## src/rtl/oca_pkg.sv

```systemverilog
// Contract
// - Unsupported request: reply unable-to-comply with own address, enter that state.
// - Each byte reply is a data message, opcode flag 0, odd bit as request.
// - Every toggled next-byte returns the next register octet until all delivered.
// - Any other message in read state leads to unable-to-comply state.
// - Toggled next-byte after the last byte is answered with end-of-data.
// - Hold-state or return-to-normal ends a read; register released, back to idle.
// - Each written data byte is acknowledged by echoing the message unchanged.
// - End-of-data ends a write; register released, back to idle.
// - Any other message in write state leads to unable-to-comply state.
// - Data bytes beyond the register end are answered with end-of-data.
// - Indicator is 1 if an anomaly occurred last period, else 0.
// - Corrected octets in a fast or slow block raise its corrected anomaly.
// - Uncorrected errors in a fast or slow block raise its block-error anomaly.
// - All near-end primitives are represented; far-end ones optional here.
// - Each performance count has a settable, readable threshold; crossings reported.
// - In idle every received management message is echoed back, except data bytes and unsupported requests, which get unable-to-comply.
// - A frame with uncorrectable error is answered with the error message.
// - Register bytes are delivered most significant byte first.
package oca_pkg;

  // Message opcodes carried in the information field
  localparam logic [7:0] OP_UTC = 8'h04;
  localparam logic [7:0] OP_EOD = 8'h0E;
  localparam logic [7:0] OP_NEXT = 8'h10;
  localparam logic [7:0] OP_ERR = 8'h14;
  localparam logic [7:0] OP_HOLD = 8'h01;
  localparam logic [7:0] OP_RTN = 8'h02;
  // Upper nibble of read and write opcodes, lower nibble names the register
  localparam logic [3:0] OP_RD_HI = 4'h2;
  localparam logic [3:0] OP_WR_HI = 4'h3;
  // Default own address, arbitrary
  localparam logic [1:0] ADDR_DEF = 2'h1;

  // Near-end anomaly indicator positions
  localparam int IND_FEC_F = 0;
  localparam int IND_FEC_S = 1;
  localparam int IND_BE_F = 2;
  localparam int IND_BE_S = 3;
  localparam int N_IND = 4;
  localparam int THR_W = 16;
  localparam logic [THR_W-1:0] THR_RST = 16'hFFFF;

  // One management message on the link
  typedef struct packed {
    logic [1:0] addr;
    logic op;
    logic odd;
    logic [7:0] info;
  } oca_msg_t;

  // Block check result from the decoder
  typedef struct packed {
    logic done;
    logic corr;
    logic uncorr;
  } oca_blk_t;

  // Protocol states, Gray along idle-read-write
  typedef enum logic [1:0] {
    ST_IDLE = 2'b00,
    ST_RD = 2'b01,
    ST_WR = 2'b11,
    ST_UTC = 2'b10
  } oca_state_t;

endpackage : oca_pkg

```

## src/rtl/oca_line_mon.sv

```systemverilog
module oca_line_mon #(
  parameter int N = 4,
  parameter int TW = 16
) (
  // Clock and reset
  input wire logic clk_i,
  input wire logic rst_b_i,
  // Anomaly events and period strobe
  input wire logic [N-1:0] ev_i,
  input wire logic period_i,
  // Threshold access
  input wire logic [N-1:0] thr_we_i,
  input wire logic [TW-1:0] thr_wdata_i,
  // Indicators and reports
  output logic [N-1:0] ind_o,
  output logic [N-1:0][TW-1:0] thr_o,
  output logic [N-1:0] cross_o
);

  if (N < 1 || TW < 2) begin : g_chk
    $error("oca_line_mon: bad parameters");
  end

  // Per indicator: sticky seen flag, period count and threshold
  for (genvar i = 0; i < N; i++) begin : g_ind
    logic seen_q;
    logic [TW-1:0] cnt_q;
    logic [TW-1:0] thr_q;
    logic [TW-1:0] cnt_inc;
    assign cnt_inc = cnt_q + TW'(1);

    // Event in the strobe cycle closes into the ending period, so none is lost
    always_ff @(posedge clk_i or negedge rst_b_i) begin
      if (!rst_b_i) begin
        seen_q <= 1'b0;
        ind_o[i] <= 1'b0;
      end else if (period_i) begin
        ind_o[i] <= seen_q | ev_i[i];
        seen_q <= 1'b0;
      end else if (ev_i[i]) begin
        seen_q <= 1'b1;
      end
    end

    // Count saturates so a long period cannot wrap below the threshold
    always_ff @(posedge clk_i or negedge rst_b_i) begin
      if (!rst_b_i) begin
        cnt_q <= '0;
        cross_o[i] <= 1'b0;
      end else begin
        cross_o[i] <= ev_i[i] && !period_i && cnt_inc == thr_q;
        if (period_i) begin
          cnt_q <= '0;
        end else if (ev_i[i] && cnt_q != '1) begin
          cnt_q <= cnt_inc;
        end
      end
    end

    // Threshold set and read back by management
    always_ff @(posedge clk_i or negedge rst_b_i) begin
      if (!rst_b_i) begin
        thr_q <= TW'(oca_pkg::THR_RST);
      end else if (thr_we_i[i]) begin
        thr_q <= thr_wdata_i;
      end
    end
    assign thr_o[i] = thr_q;

  end
endmodule : oca_line_mon

```

## src/rtl/oca_remote.sv

```systemverilog
module oca_remote #(
  parameter logic [1:0] OWN_ADDR = oca_pkg::ADDR_DEF,
  parameter int LEN_W = 8
) (
  // Clock and reset
  input wire logic clk_i,
  input wire logic rst_b_i,
  // Received messages
  input wire logic rx_valid_i,
  input wire oca_pkg::oca_msg_t rx_msg_i,
  input wire logic rx_crc_err_i,
  // Sent messages
  output logic tx_valid_o,
  output oca_pkg::oca_msg_t tx_msg_o,
  // Register file
  output logic [3:0] reg_sel_o,
  output logic [LEN_W-1:0] reg_idx_o,
  input wire logic [LEN_W-1:0] reg_len_i,
  input wire logic reg_wable_i,
  input wire logic [7:0] reg_rdata_i,
  output logic reg_wr_o,
  output logic [7:0] reg_wdata_o,
  output logic reg_busy_o,
  output oca_pkg::oca_state_t state_o,
  // Line monitor
  input wire oca_pkg::oca_blk_t blk_fast_i,
  input wire oca_pkg::oca_blk_t blk_slow_i,
  input wire logic period_i,
  input wire logic [oca_pkg::N_IND-1:0] thr_we_i,
  input wire logic [oca_pkg::THR_W-1:0] thr_wdata_i,
  output logic [oca_pkg::N_IND-1:0] ind_o,
  output logic [oca_pkg::N_IND-1:0][oca_pkg::THR_W-1:0] thr_o,
  output logic [oca_pkg::N_IND-1:0] cross_o
);

  if (LEN_W < 7 || LEN_W > 16) begin : g_chk
    $error("oca_remote: LEN_W must hold the 64-byte register");
  end

  oca_pkg::oca_state_t st_q, st_d;
  logic exp_q, exp_d;
  logic [LEN_W-1:0] idx_q, idx_d;
  logic [3:0] sel_q, sel_d;
  logic send_d, wr_d;
  oca_pkg::oca_msg_t tx_d;

  // Message decode
  wire logic rx_ok = rx_valid_i && !rx_crc_err_i && rx_msg_i.addr == OWN_ADDR;
  wire logic is_op = rx_msg_i.op;
  wire logic is_leave = is_op && (rx_msg_i.info == oca_pkg::OP_HOLD ||
                                  rx_msg_i.info == oca_pkg::OP_RTN);
  wire logic is_rd = is_op && rx_msg_i.info[7:4] == oca_pkg::OP_RD_HI;
  wire logic is_wr = is_op && rx_msg_i.info[7:4] == oca_pkg::OP_WR_HI;
  wire logic is_eod = is_op && rx_msg_i.info == oca_pkg::OP_EOD;
  wire logic nxt_ok = is_op && rx_msg_i.info == oca_pkg::OP_NEXT && rx_msg_i.odd == exp_q;
  wire logic wbyte_ok = !is_op && rx_msg_i.odd == exp_q;
  wire logic more = idx_q < reg_len_i;
  wire logic hit_len = reg_len_i != '0;
  wire logic [LEN_W-1:0] idx_inc = idx_q + LEN_W'(1);

  // Canned replies, all carrying our own address
  wire oca_pkg::oca_msg_t utc_msg = '{OWN_ADDR, 1'b1, 1'b0, oca_pkg::OP_UTC};
  wire oca_pkg::oca_msg_t eod_msg = '{OWN_ADDR, 1'b1, 1'b0, oca_pkg::OP_EOD};
  wire oca_pkg::oca_msg_t err_msg = '{OWN_ADDR, 1'b1, 1'b0, oca_pkg::OP_ERR};
  wire oca_pkg::oca_msg_t dat_msg = '{OWN_ADDR, 1'b0, rx_msg_i.odd, reg_rdata_i};

  // The register lookup follows the request while idle, then stays held
  assign reg_sel_o = (st_q == oca_pkg::ST_IDLE) ? rx_msg_i.info[3:0] : sel_q;
  assign reg_idx_o = idx_q;
  assign reg_busy_o = st_q == oca_pkg::ST_RD || st_q == oca_pkg::ST_WR;
  assign state_o = st_q;

  // Protocol engine: exactly one reply for each accepted message
  always_comb begin
    st_d = st_q;
    exp_d = exp_q;
    idx_d = idx_q;
    sel_d = sel_q;
    send_d = 1'b0;
    wr_d = 1'b0;
    tx_d = rx_msg_i;
    if (rx_valid_i && rx_crc_err_i) begin
      send_d = 1'b1;
      tx_d = err_msg;
    end else if (rx_ok) begin
      send_d = 1'b1;
      case (st_q)
        oca_pkg::ST_IDLE: begin
          if (is_rd && hit_len) begin
            st_d = oca_pkg::ST_RD;
            exp_d = 1'b1;
            idx_d = '0;
            sel_d = rx_msg_i.info[3:0];
          end else if (is_wr && hit_len && reg_wable_i) begin
            st_d = oca_pkg::ST_WR;
            exp_d = 1'b1;
            idx_d = '0;
            sel_d = rx_msg_i.info[3:0];
          end else if (is_rd || is_wr || !is_op) begin
            st_d = oca_pkg::ST_UTC;
            tx_d = utc_msg;
          end
          // Anything else is simply echoed
        end
        oca_pkg::ST_RD: begin
          if (nxt_ok) begin
            exp_d = ~exp_q;
            if (more) begin
              tx_d = dat_msg;
              idx_d = idx_inc;
            end else begin
              tx_d = eod_msg;
            end
          end else if (is_leave) begin
            st_d = oca_pkg::ST_IDLE;
          end else begin
            st_d = oca_pkg::ST_UTC;
            tx_d = utc_msg;
          end
        end
        oca_pkg::ST_WR: begin
          if (wbyte_ok) begin
            exp_d = ~exp_q;
            if (more) begin
              wr_d = 1'b1;
              idx_d = idx_inc;
            end else begin
              tx_d = eod_msg;
            end
          end else if (is_eod) begin
            st_d = oca_pkg::ST_IDLE;
          end else begin
            st_d = oca_pkg::ST_UTC;
            tx_d = utc_msg;
          end
        end
        oca_pkg::ST_UTC: begin
          if (is_leave) begin
            st_d = oca_pkg::ST_IDLE;
          end else begin
            tx_d = utc_msg;
          end
        end
        default: begin
          st_d = oca_pkg::ST_IDLE;
          tx_d = utc_msg;
        end
      endcase
    end
  end

  // Protocol state
  always_ff @(posedge clk_i or negedge rst_b_i) begin
    if (!rst_b_i) begin
      st_q <= oca_pkg::ST_IDLE;
      exp_q <= 1'b1;
      idx_q <= '0;
      sel_q <= 4'h0;
    end else begin
      st_q <= st_d;
      exp_q <= exp_d;
      idx_q <= idx_d;
      sel_q <= sel_d;
    end
  end

  // Registered reply and write strobe
  always_ff @(posedge clk_i or negedge rst_b_i) begin
    if (!rst_b_i) begin
      tx_valid_o <= 1'b0;
      tx_msg_o <= '0;
      reg_wr_o <= 1'b0;
      reg_wdata_o <= 8'h00;
    end else begin
      tx_valid_o <= send_d;
      if (send_d) begin
        tx_msg_o <= tx_d;
      end
      reg_wr_o <= wr_d;
      reg_wdata_o <= rx_msg_i.info;
    end
  end

  // Anomaly events, judged once per decoded block
  logic [oca_pkg::N_IND-1:0] ev;
  assign ev[oca_pkg::IND_FEC_F] = blk_fast_i.done && blk_fast_i.corr;
  assign ev[oca_pkg::IND_FEC_S] = blk_slow_i.done && blk_slow_i.corr;
  assign ev[oca_pkg::IND_BE_F] = blk_fast_i.done && blk_fast_i.uncorr;
  assign ev[oca_pkg::IND_BE_S] = blk_slow_i.done && blk_slow_i.uncorr;

  // Near-end indicators; far-end ones are not kept at this end
  oca_line_mon #(
    .N(oca_pkg::N_IND),
    .TW(oca_pkg::THR_W)
  ) u_mon (
    .clk_i(clk_i),
    .rst_b_i(rst_b_i),
    .ev_i(ev),
    .period_i(period_i),
    .thr_we_i(thr_we_i),
    .thr_wdata_i(thr_wdata_i),
    .ind_o(ind_o),
    .thr_o(thr_o),
    .cross_o(cross_o)
  );
endmodule : oca_remote

```

## config.mk

```make
export PLATFORM = sky130hd
export DESIGN_NAME = oca_remote
export DESIGN_NICKNAME = d
export VERILOG_FILES = /design/src/rtl/oca_pkg.sv /design/src/rtl/oca_line_mon.sv /design/src/rtl/oca_remote.sv
export SDC_FILE = /design/constraint.sdc
export NUM_CORES = 1
export LEC_CHECK = 0
export ABC_CLOCK_PERIOD_IN_PS = 2900
export BUFFER_PORTS_ARGS = -buffer_cell sky130_fd_sc_hd__buf_2
export CAP_MARGIN = 25
export CORE_MARGIN = 1.5
export CORE_UTILIZATION = 55
export CTS_CLUSTER_DIAMETER = 150
export DETAILED_ROUTE_END_ITERATION = 10
export PLACE_DENSITY = 0.74
export SLEW_MARGIN = 5
export SYNTH_ARGS = -nofsm -noshare
export SYNTH_HDL_FRONTEND = slang
export SYNTH_SLANG_ARGS = --single-unit
```

## constraint.sdc

```tcl
create_clock -name clk_i -period 2.9 [get_ports clk_i]
set_input_delay 0 -clock clk_i [delete_from_list [all_inputs] [get_ports clk_i]]
set_output_delay 0 -clock clk_i [all_outputs]
set_load 0.05 [all_outputs]
```

==> flow_metrics.py, run 1 <==
metrics = {
    "die": {
        "dieArea_mm2": 0.0192,
        "die_w_um": 139,
        "fp.dieH_um": 139,
        "rows": 49,
        "io_pins": 169,
        "initial_core_util_pct": 56.2,
        "core_mm2": 0.0180,
    },
    "grt": {
        "antenna_found_initial": 0,
        "grt_max_degree": 79,
        "grt_first_pass_wirelength_um": 43100,
        "grt-ovfl-total": 0,
        "gr-usage-all-layers_pct": 27.6,
        "grt_pass1_vias": 8314,
    },
    "logic_synthesis": {
        "synthFlopType": "dfrtp_1",
        "syn_inst": 1048,
        "syn_area_per_cell_um2": 9.67,
        "synth-seq-area-share_pct": 44.5,
        "synth_edf_count": 0,
        "synth_area_mm2": 0.0101,
        "ys_async_sr_fraction_pct": 100,
        "synth_fp_nets": 1120,
        "yosys_warnings": 0,
        "yosysUniqueCellTypes": 79,
        "ys_ff_latch": 177,
    },
    "cts": {
        "cts_tree": "done",
        "cts_root_buffer": "clkbuf_16",
        "h-tree-depth": 4,
        "clockBufferDepth": 2,
        "clock_latency_ns": 0.43,
        "clock_sinks": 177,
        "postCtsSetupBuffers": 0,
        "cts_resized": 0,
        "path_clk_slew_ns": 0.07,
        "numCtsBuffers": 17,
    },
    "final_layout": {
        "utilization_pct": 67.6,
        "final_cells": 1471,
        "final_area_mm2": 0.0122,
        "antenna_cells": 0,
        "drive_gt1_share_pct": 29.1,
        "mostFrequentLayoutCells": "167 x buf_2, 112 x dfrtp_1, 103 x nor2_1",
        "final_nets": 1302,
        "areaGrowthSynthToFinish_pct": 20.3,
        "final_common_cell": "buf_2",
    },
    "drt": {
        "post-route-drc-count": 0,
        "ant_nets": 0,
        "drt_first_pass_iters": 5,
        "drtIter0Drc": 545,
        "drt_wl_total_um": 26400,
        "vias_per_cell": 5.89,
        "vias": 8668,
        "avgRoutedWirePerCell_um": 17.9,
    },
    "pwr": {
        "total_power_mw": 7.36,
        "power_frac_comb_pct": 24.7,
        "p_int_mw": 4.89,
        "power.density_mw_per_mm2": 604,
        "peakVddDrop_mv": 0.488,
        "p_switching_mw": 2.47,
        "clockPowerShare_pct": 35.1,
        "power.share.sequential_pct": 40.2,
        "switching_share_pct": 33.5,
        "p_leak_nw": 5.14,
    },
    "place": {
        "routabilityCongestion": 0.895,
        "hpwl_um": 18200,
        "io_buffers": 168,
        "detailed_place.area_mm2": 0.0111,
        "placed_cells": 1396,
        "pre_cts_slack_ns": 0.496,
    },
    "setup_path": {
        "reg2reg_to": "u_mon.cross_o[0]",
        "endpoint_kind": "flip-flop",
        "critPathMaxStageDelay_ns": 0.53,
        "r2r_setup_slack_ns": 0.43,
        "arrival_ns": 2.76,
        "crit_chain": "ha_1 -> nand4_1 -> nor2_1 -> or4_1 -> a21oi_1 -> a31oi_1 -> nor4_1",
        "r2r_cells": 7,
        "crit_required_ns": 3.20,
        "slowest_stage": "or4_1",
        "cp_max_fo": 7,
        "worstSetupPathType": "reg2reg",
        "r2r_start": "u_mon.g_ind[0].cnt_q[0]",
        "critPathLaunchType": "flip-flop",
    },
    "hold_path": {
        "hp-class": "in2reg",
        "min_to": "u_mon.g_ind[1].thr_q[10]",
        "hold_depth": 3,
        "hold_path_startpoint": "thr_we_i[1]",
    },
    "sta": {
        "finalHoldViolCount": 0,
        "rsz0062_at_grt": "false",
        "tightest_slew_ns": 0.788,
        "setup_ws_ns": 0.432,
        "hold_ws_ns": 0.0118,
        "skew_ns": 0.00796,
        "relSlewSlack_pct": 47.2,
        "fin_crit_sh_pct": 85.1,
        "drv_slew": 0,
        "final.setup.tns_ns": 0,
        "fmax_mhz": 405,
        "finalSetupViolations": 0,
        "finalCriticalPeriod_ns": 2.47,
    },
    "flow_run": {
        "maxCapViolCount": 0,
    },
    "outcome": {
        "status": "finished, final reports clean",
    },
}
==> power by group through the flow <==
stage               sequential [mW]  clock, mW  combinational, mW
floorplan                      3.48          0              0.760
global placement               2.99          0               1.75
detailed placement             3.00          0               1.76
CTS                            2.96       2.61               1.82
global route                   2.99       2.69               1.94
finish                         2.96       2.58               1.82
==> registers in the layout, indices dropped and copies added, names as in the netlist <==
register and flops:
u_mon.g_ind.thr_q 64, sel_q 4, u_mon.g_ind.cnt_q 64, exp_q 1
reg_idx_o 8, tx_valid_o 1, u_mon.ind_o 4, u_mon.cross_o 4
reg_wr_o 1, u_mon.g_ind.seen_q 4, reg_wdata_o 8, tx_msg_o 12
state_o 2
==> cells in the mapped netlist, types with 8 or more instances <==
cell / count / area [um^2]
buf_2: 21 / 105
dfrtp_1: 112 / 2800
a31oi_1: 14 / 87.6
dfstp_2: 65 / 1710
clkbuf_1: 33 / 124
nor2_1: 103 / 387
nand2_1: 86 / 323
mux2_2: 71 / 800
or3_1: 23 / 144
nor4_1: 10 / 62.6
inv_1: 23 / 86.3
xnor2_1: 66 / 578
nor3_1: 21 / 105
nand2b_1: 8 / 50.1
o21ai_0: 53 / 265
xor2_1: 61 / 534
nand4_1: 29 / 181
ha_1: 12 / 150
a21oi_1: 60 / 300
nand3_1: 38 / 190
==> kinds of logic after synthesis <==
family / after synthesis / synth area share [%]
AND/OR/NAND/NOR: 384 / 19.6
adder cells (fa/ha/maj): 13 / 1.58
flip-flops: 177 / 44.5
buffers and inverters: 81 / 3.33
AO/OA/AOI/OAI: 190 / 11.6
XOR/XNOR: 127 / 11.0
multiplexers: 76 / 8.39
==> how the worst max path moves through the flow <==
stage	from	to	slack [ns]	cells after the start
after floorplan	reg_idx_o[1]	reg_idx_o[5]	0.54	7
after CTS	u_mon.g_ind[0].cnt_q[0]	u_mon.cross_o[0]	0.42	7
after global routing	u_mon.g_ind[1].cnt_q[0]	u_mon.cross_o[1]	0.21	8
after detailed placement	u_mon.g_ind[1].cnt_q[0]	u_mon.cross_o[1]	0.50	8
final	u_mon.g_ind[0].cnt_q[0]	u_mon.cross_o[0]	0.43	7
after global placement	u_mon.g_ind[1].cnt_q[0]	u_mon.cross_o[1]	0.56	8
==> worst max-delay path, delay by kind of cell, from the launching register on <==
family	cells	cell delay, ns
flops	1	0.45
compound gates	2	0.25
simple gates	4	1.29
fa+ha+maj	1	0.33
==> metal layers <==
metal  vias to the layer above  GRT usage, %  wire length, um
li1                       4077             -                -
met1                      4216          36.4            11200
met2                       321          45.3            12700
met3                        54          5.56             1650
met4                         0          10.5              870
met5                         -             0                0
==> cell type report <==
class	instances	area (um^2)
fill	1407	5840
multi-input combinational	790	5280
sequential	177	4510
timing repair buffer	221	1370
clock buffer	23	479
tap	229	287
clock inverter	8	175
inverter	23	86.3
==> what timing repair did <==
item,4_1_cts,5_1_grt
endpoints found under the setup margin,0,0
hold buffers,44,0
endpoints found under the hold margin,162,0
Power figures use the tool's default switching activity.
==> run 2, diff against run 1 <==
PLACE_DENSITY = unset   (was 0.74)
PLACE_DENSITY_LB_ADDON = 0.2   (was unset)
==> run 2 against run 1 <==
Critical path depth up 1; cell count up 0.27%; largest power group unchanged; critical path type unchanged; first-iteration DRC count grew 12%; clock skew hardly changed; hold slack got worse by 0.0025 ns; via count up 0.35%.
==> flow_metrics.py, run 2 (synthesized netlist as in run 1, its figures left out) <==
metrics = {
    "final_layout": {
        "antenna_cells": 0,
        "utilization_pct": 67.4,
        "drive_gt1_share_pct": 29.5,
        "reg_top3": "u_mon.g_ind.cnt_q x64, u_mon.g_ind.thr_q x64, tx_msg_o x12",
        "final_common_cell": "buf_2",
        "areaGrowthSynthToFinish_pct": 19.9,
        "final_nets": 1305,
        "mostFrequentLayoutCells": "167 x buf_2, 112 x dfrtp_1, 103 x nor2_1",
    },
    "cts": {
        "cts_tree": "done",
        "clockBufferDepth": 2,
        "cts_root_buffer": "clkbuf_16",
        "clock_sinks": 177,
        "h-tree-depth": 4,
        "cts_resized": 0,
        "path_clk_slew_ns": 0.07,
        "numCtsBuffers": 17,
        "clock_latency_ns": 0.42,
    },
    "pwr": {
        "p_int_mw": 4.62,
        "switching_share_pct": 34.8,
        "power.density_mw_per_mm2": 583,
        "peakVddDrop_mv": 0.631,
        "p_switching_mw": 2.47,
        "p_leak_nw": 5.13,
        "clockPowerShare_pct": 32.4,
        "power_frac_comb_pct": 26.2,
        "power.share.sequential_pct": 41.4,
        "total_power_mw": 7.08,
    },
    "sta": {
        "finalSetupViolations": 0,
        "rsz0062_at_grt": "false",
        "finalCriticalPeriod_ns": 2.51,
        "relSlewSlack_pct": 50.0,
        "final.setup.tns_ns": 0,
        "fmax_mhz": 398,
        "tightest_slew_ns": 0.746,
        "finalHoldViolCount": 0,
        "fin_crit_sh_pct": 86.7,
        "hold_ws_ns": 0.00925,
        "skew_ns": 0.00784,
        "drv_slew": 0,
    },
    "drt": {
        "vias_per_cell": 5.90,
        "avgRoutedWirePerCell_um": 17.8,
        "drtIter0Drc": 612,
        "drt_first_pass_iters": 7,
        "drt_wl_total_um": 26300,
        "vias": 8698,
        "post-route-drc-count": 0,
        "ant_nets": 0,
    },
    "setup_path": {
        "cp_max_fo": 7,
        "worstSetupPathType": "reg2reg",
        "arrival_ns": 2.84,
        "endpoint_kind": "flip-flop",
        "critPathLaunchType": "flip-flop",
        "crit_required_ns": 3.23,
    },
    "outcome": {
        "status": "finished, final reports clean",
    },
    "hold_path": {
        "hp-class": "in2reg",
    },
    "flow_run": {
        "maxCapViolCount": 0,
    },
    "die": {
        "rows": 49,
        "dieArea_mm2": 0.0192,
        "initial_core_util_pct": 56.2,
        "io_pins": 169,
        "fp.dieH_um": 139,
        "core_mm2": 0.0180,
        "die_w_um": 139,
    },
    "grt": {
        "grt_max_degree": 72,
        "grt-ovfl-total": 0,
        "antenna_found_initial": 0,
        "grt_pass1_vias": 8459,
        "gr-usage-all-layers_pct": 27.7,
        "grt_first_pass_wirelength_um": 43300,
    },
    "place": {
        "routabilityCongestion": 0.882,
        "io_buffers": 168,
        "hpwl_um": 18200,
    },
}
==> run 2: cell count changes in the layout (fill, tap and decap cells not counted), sizes merged <==
cell and delta:
clkbuf -4, clkinv +7, bufinv -3, inv +1
buf +3
==> run 2: area by class of cell <==
class | count | area [um^2]
fillers | 1466 | 5880
multi-input cells | 790 | 5280
flip-flops and latches | 177 | 4510
repair buffers | 224 | 1390
clock buffers | 19 | 453
well taps | 229 | 287
clock inverters | 13 | 135
inverters | 23 | 86.3
==> run 2: per-stage QoR <==
stage	instances	worst slack, ns	instance area, um^2
after floorplan	1048	0.536	10100
after global routing	1475	0.144	12100
final	1475	0.386	12100
after global placement	1399	0.525	11100
after CTS	1474	0.392	12100
after detailed placement	1399	0.421	11100
==> run 2: critical path: stages (launching register included) <==
cell and delay, ns:
dfrtp_1 0.43, ha_1 0.32, nand4_1 0.30, nor4_2 0.49
xnor2_1 0.17, o21ai_1 0.09, nor4b_1 0.32, o211ai_1 0.14
nor4_1 0.17
==> run 2: routing by layer <==
metal,GRT usage [%],vias to the layer above,share of wire [%]
li1,-,4084,-
met4,9.76,0,2.7
met5,0,-,0
met3,5.73,45,6.4
met1,36.2,4239,43
met2,46.0,330,48
==> run 2: worst paths after layout <==
| path | startpoint | endpoint | slack, ns | depth (start not counted) |
|---|---|---|---|---|
| max | u_mon.g_ind[1].cnt_q[0] | u_mon.cross_o[1] | 0.39 | 8 |
| min | thr_we_i[1] | u_mon.g_ind[1].thr_q[10] | 0.009 | 3 |
| max reg2reg | u_mon.g_ind[1].cnt_q[0] | u_mon.cross_o[1] | 0.39 | 8 |
| min reg2reg | tx_msg_o[10] | tx_msg_o[10] | 0.48 | 1 |
| max in group asynchronous | rst_b_i | u_mon.g_ind[1].thr_q[11] | 1.85 | 3 |
| min in group asynchronous | rst_b_i | u_mon.g_ind[3].cnt_q[4] | 0.17 | 2 |
==> run 2: timing repair <==
item                                   CTS  global route
setup buffers                            0             0
endpoints found under the hold margin  137             2
hold buffers                            43             1
==> run 2: power by group through the flow <==
stage          clock [mW]  combinational, mW  sequential, mW
2_1_floorplan           0              0.760            3.48
3_3_place_gp            0               1.78            2.97
3_5_place_dp            0               1.79            2.97
4_1_cts              2.34               1.85            2.94
5_1_grt              2.44               1.99            2.96
6_report             2.29               1.86            2.93
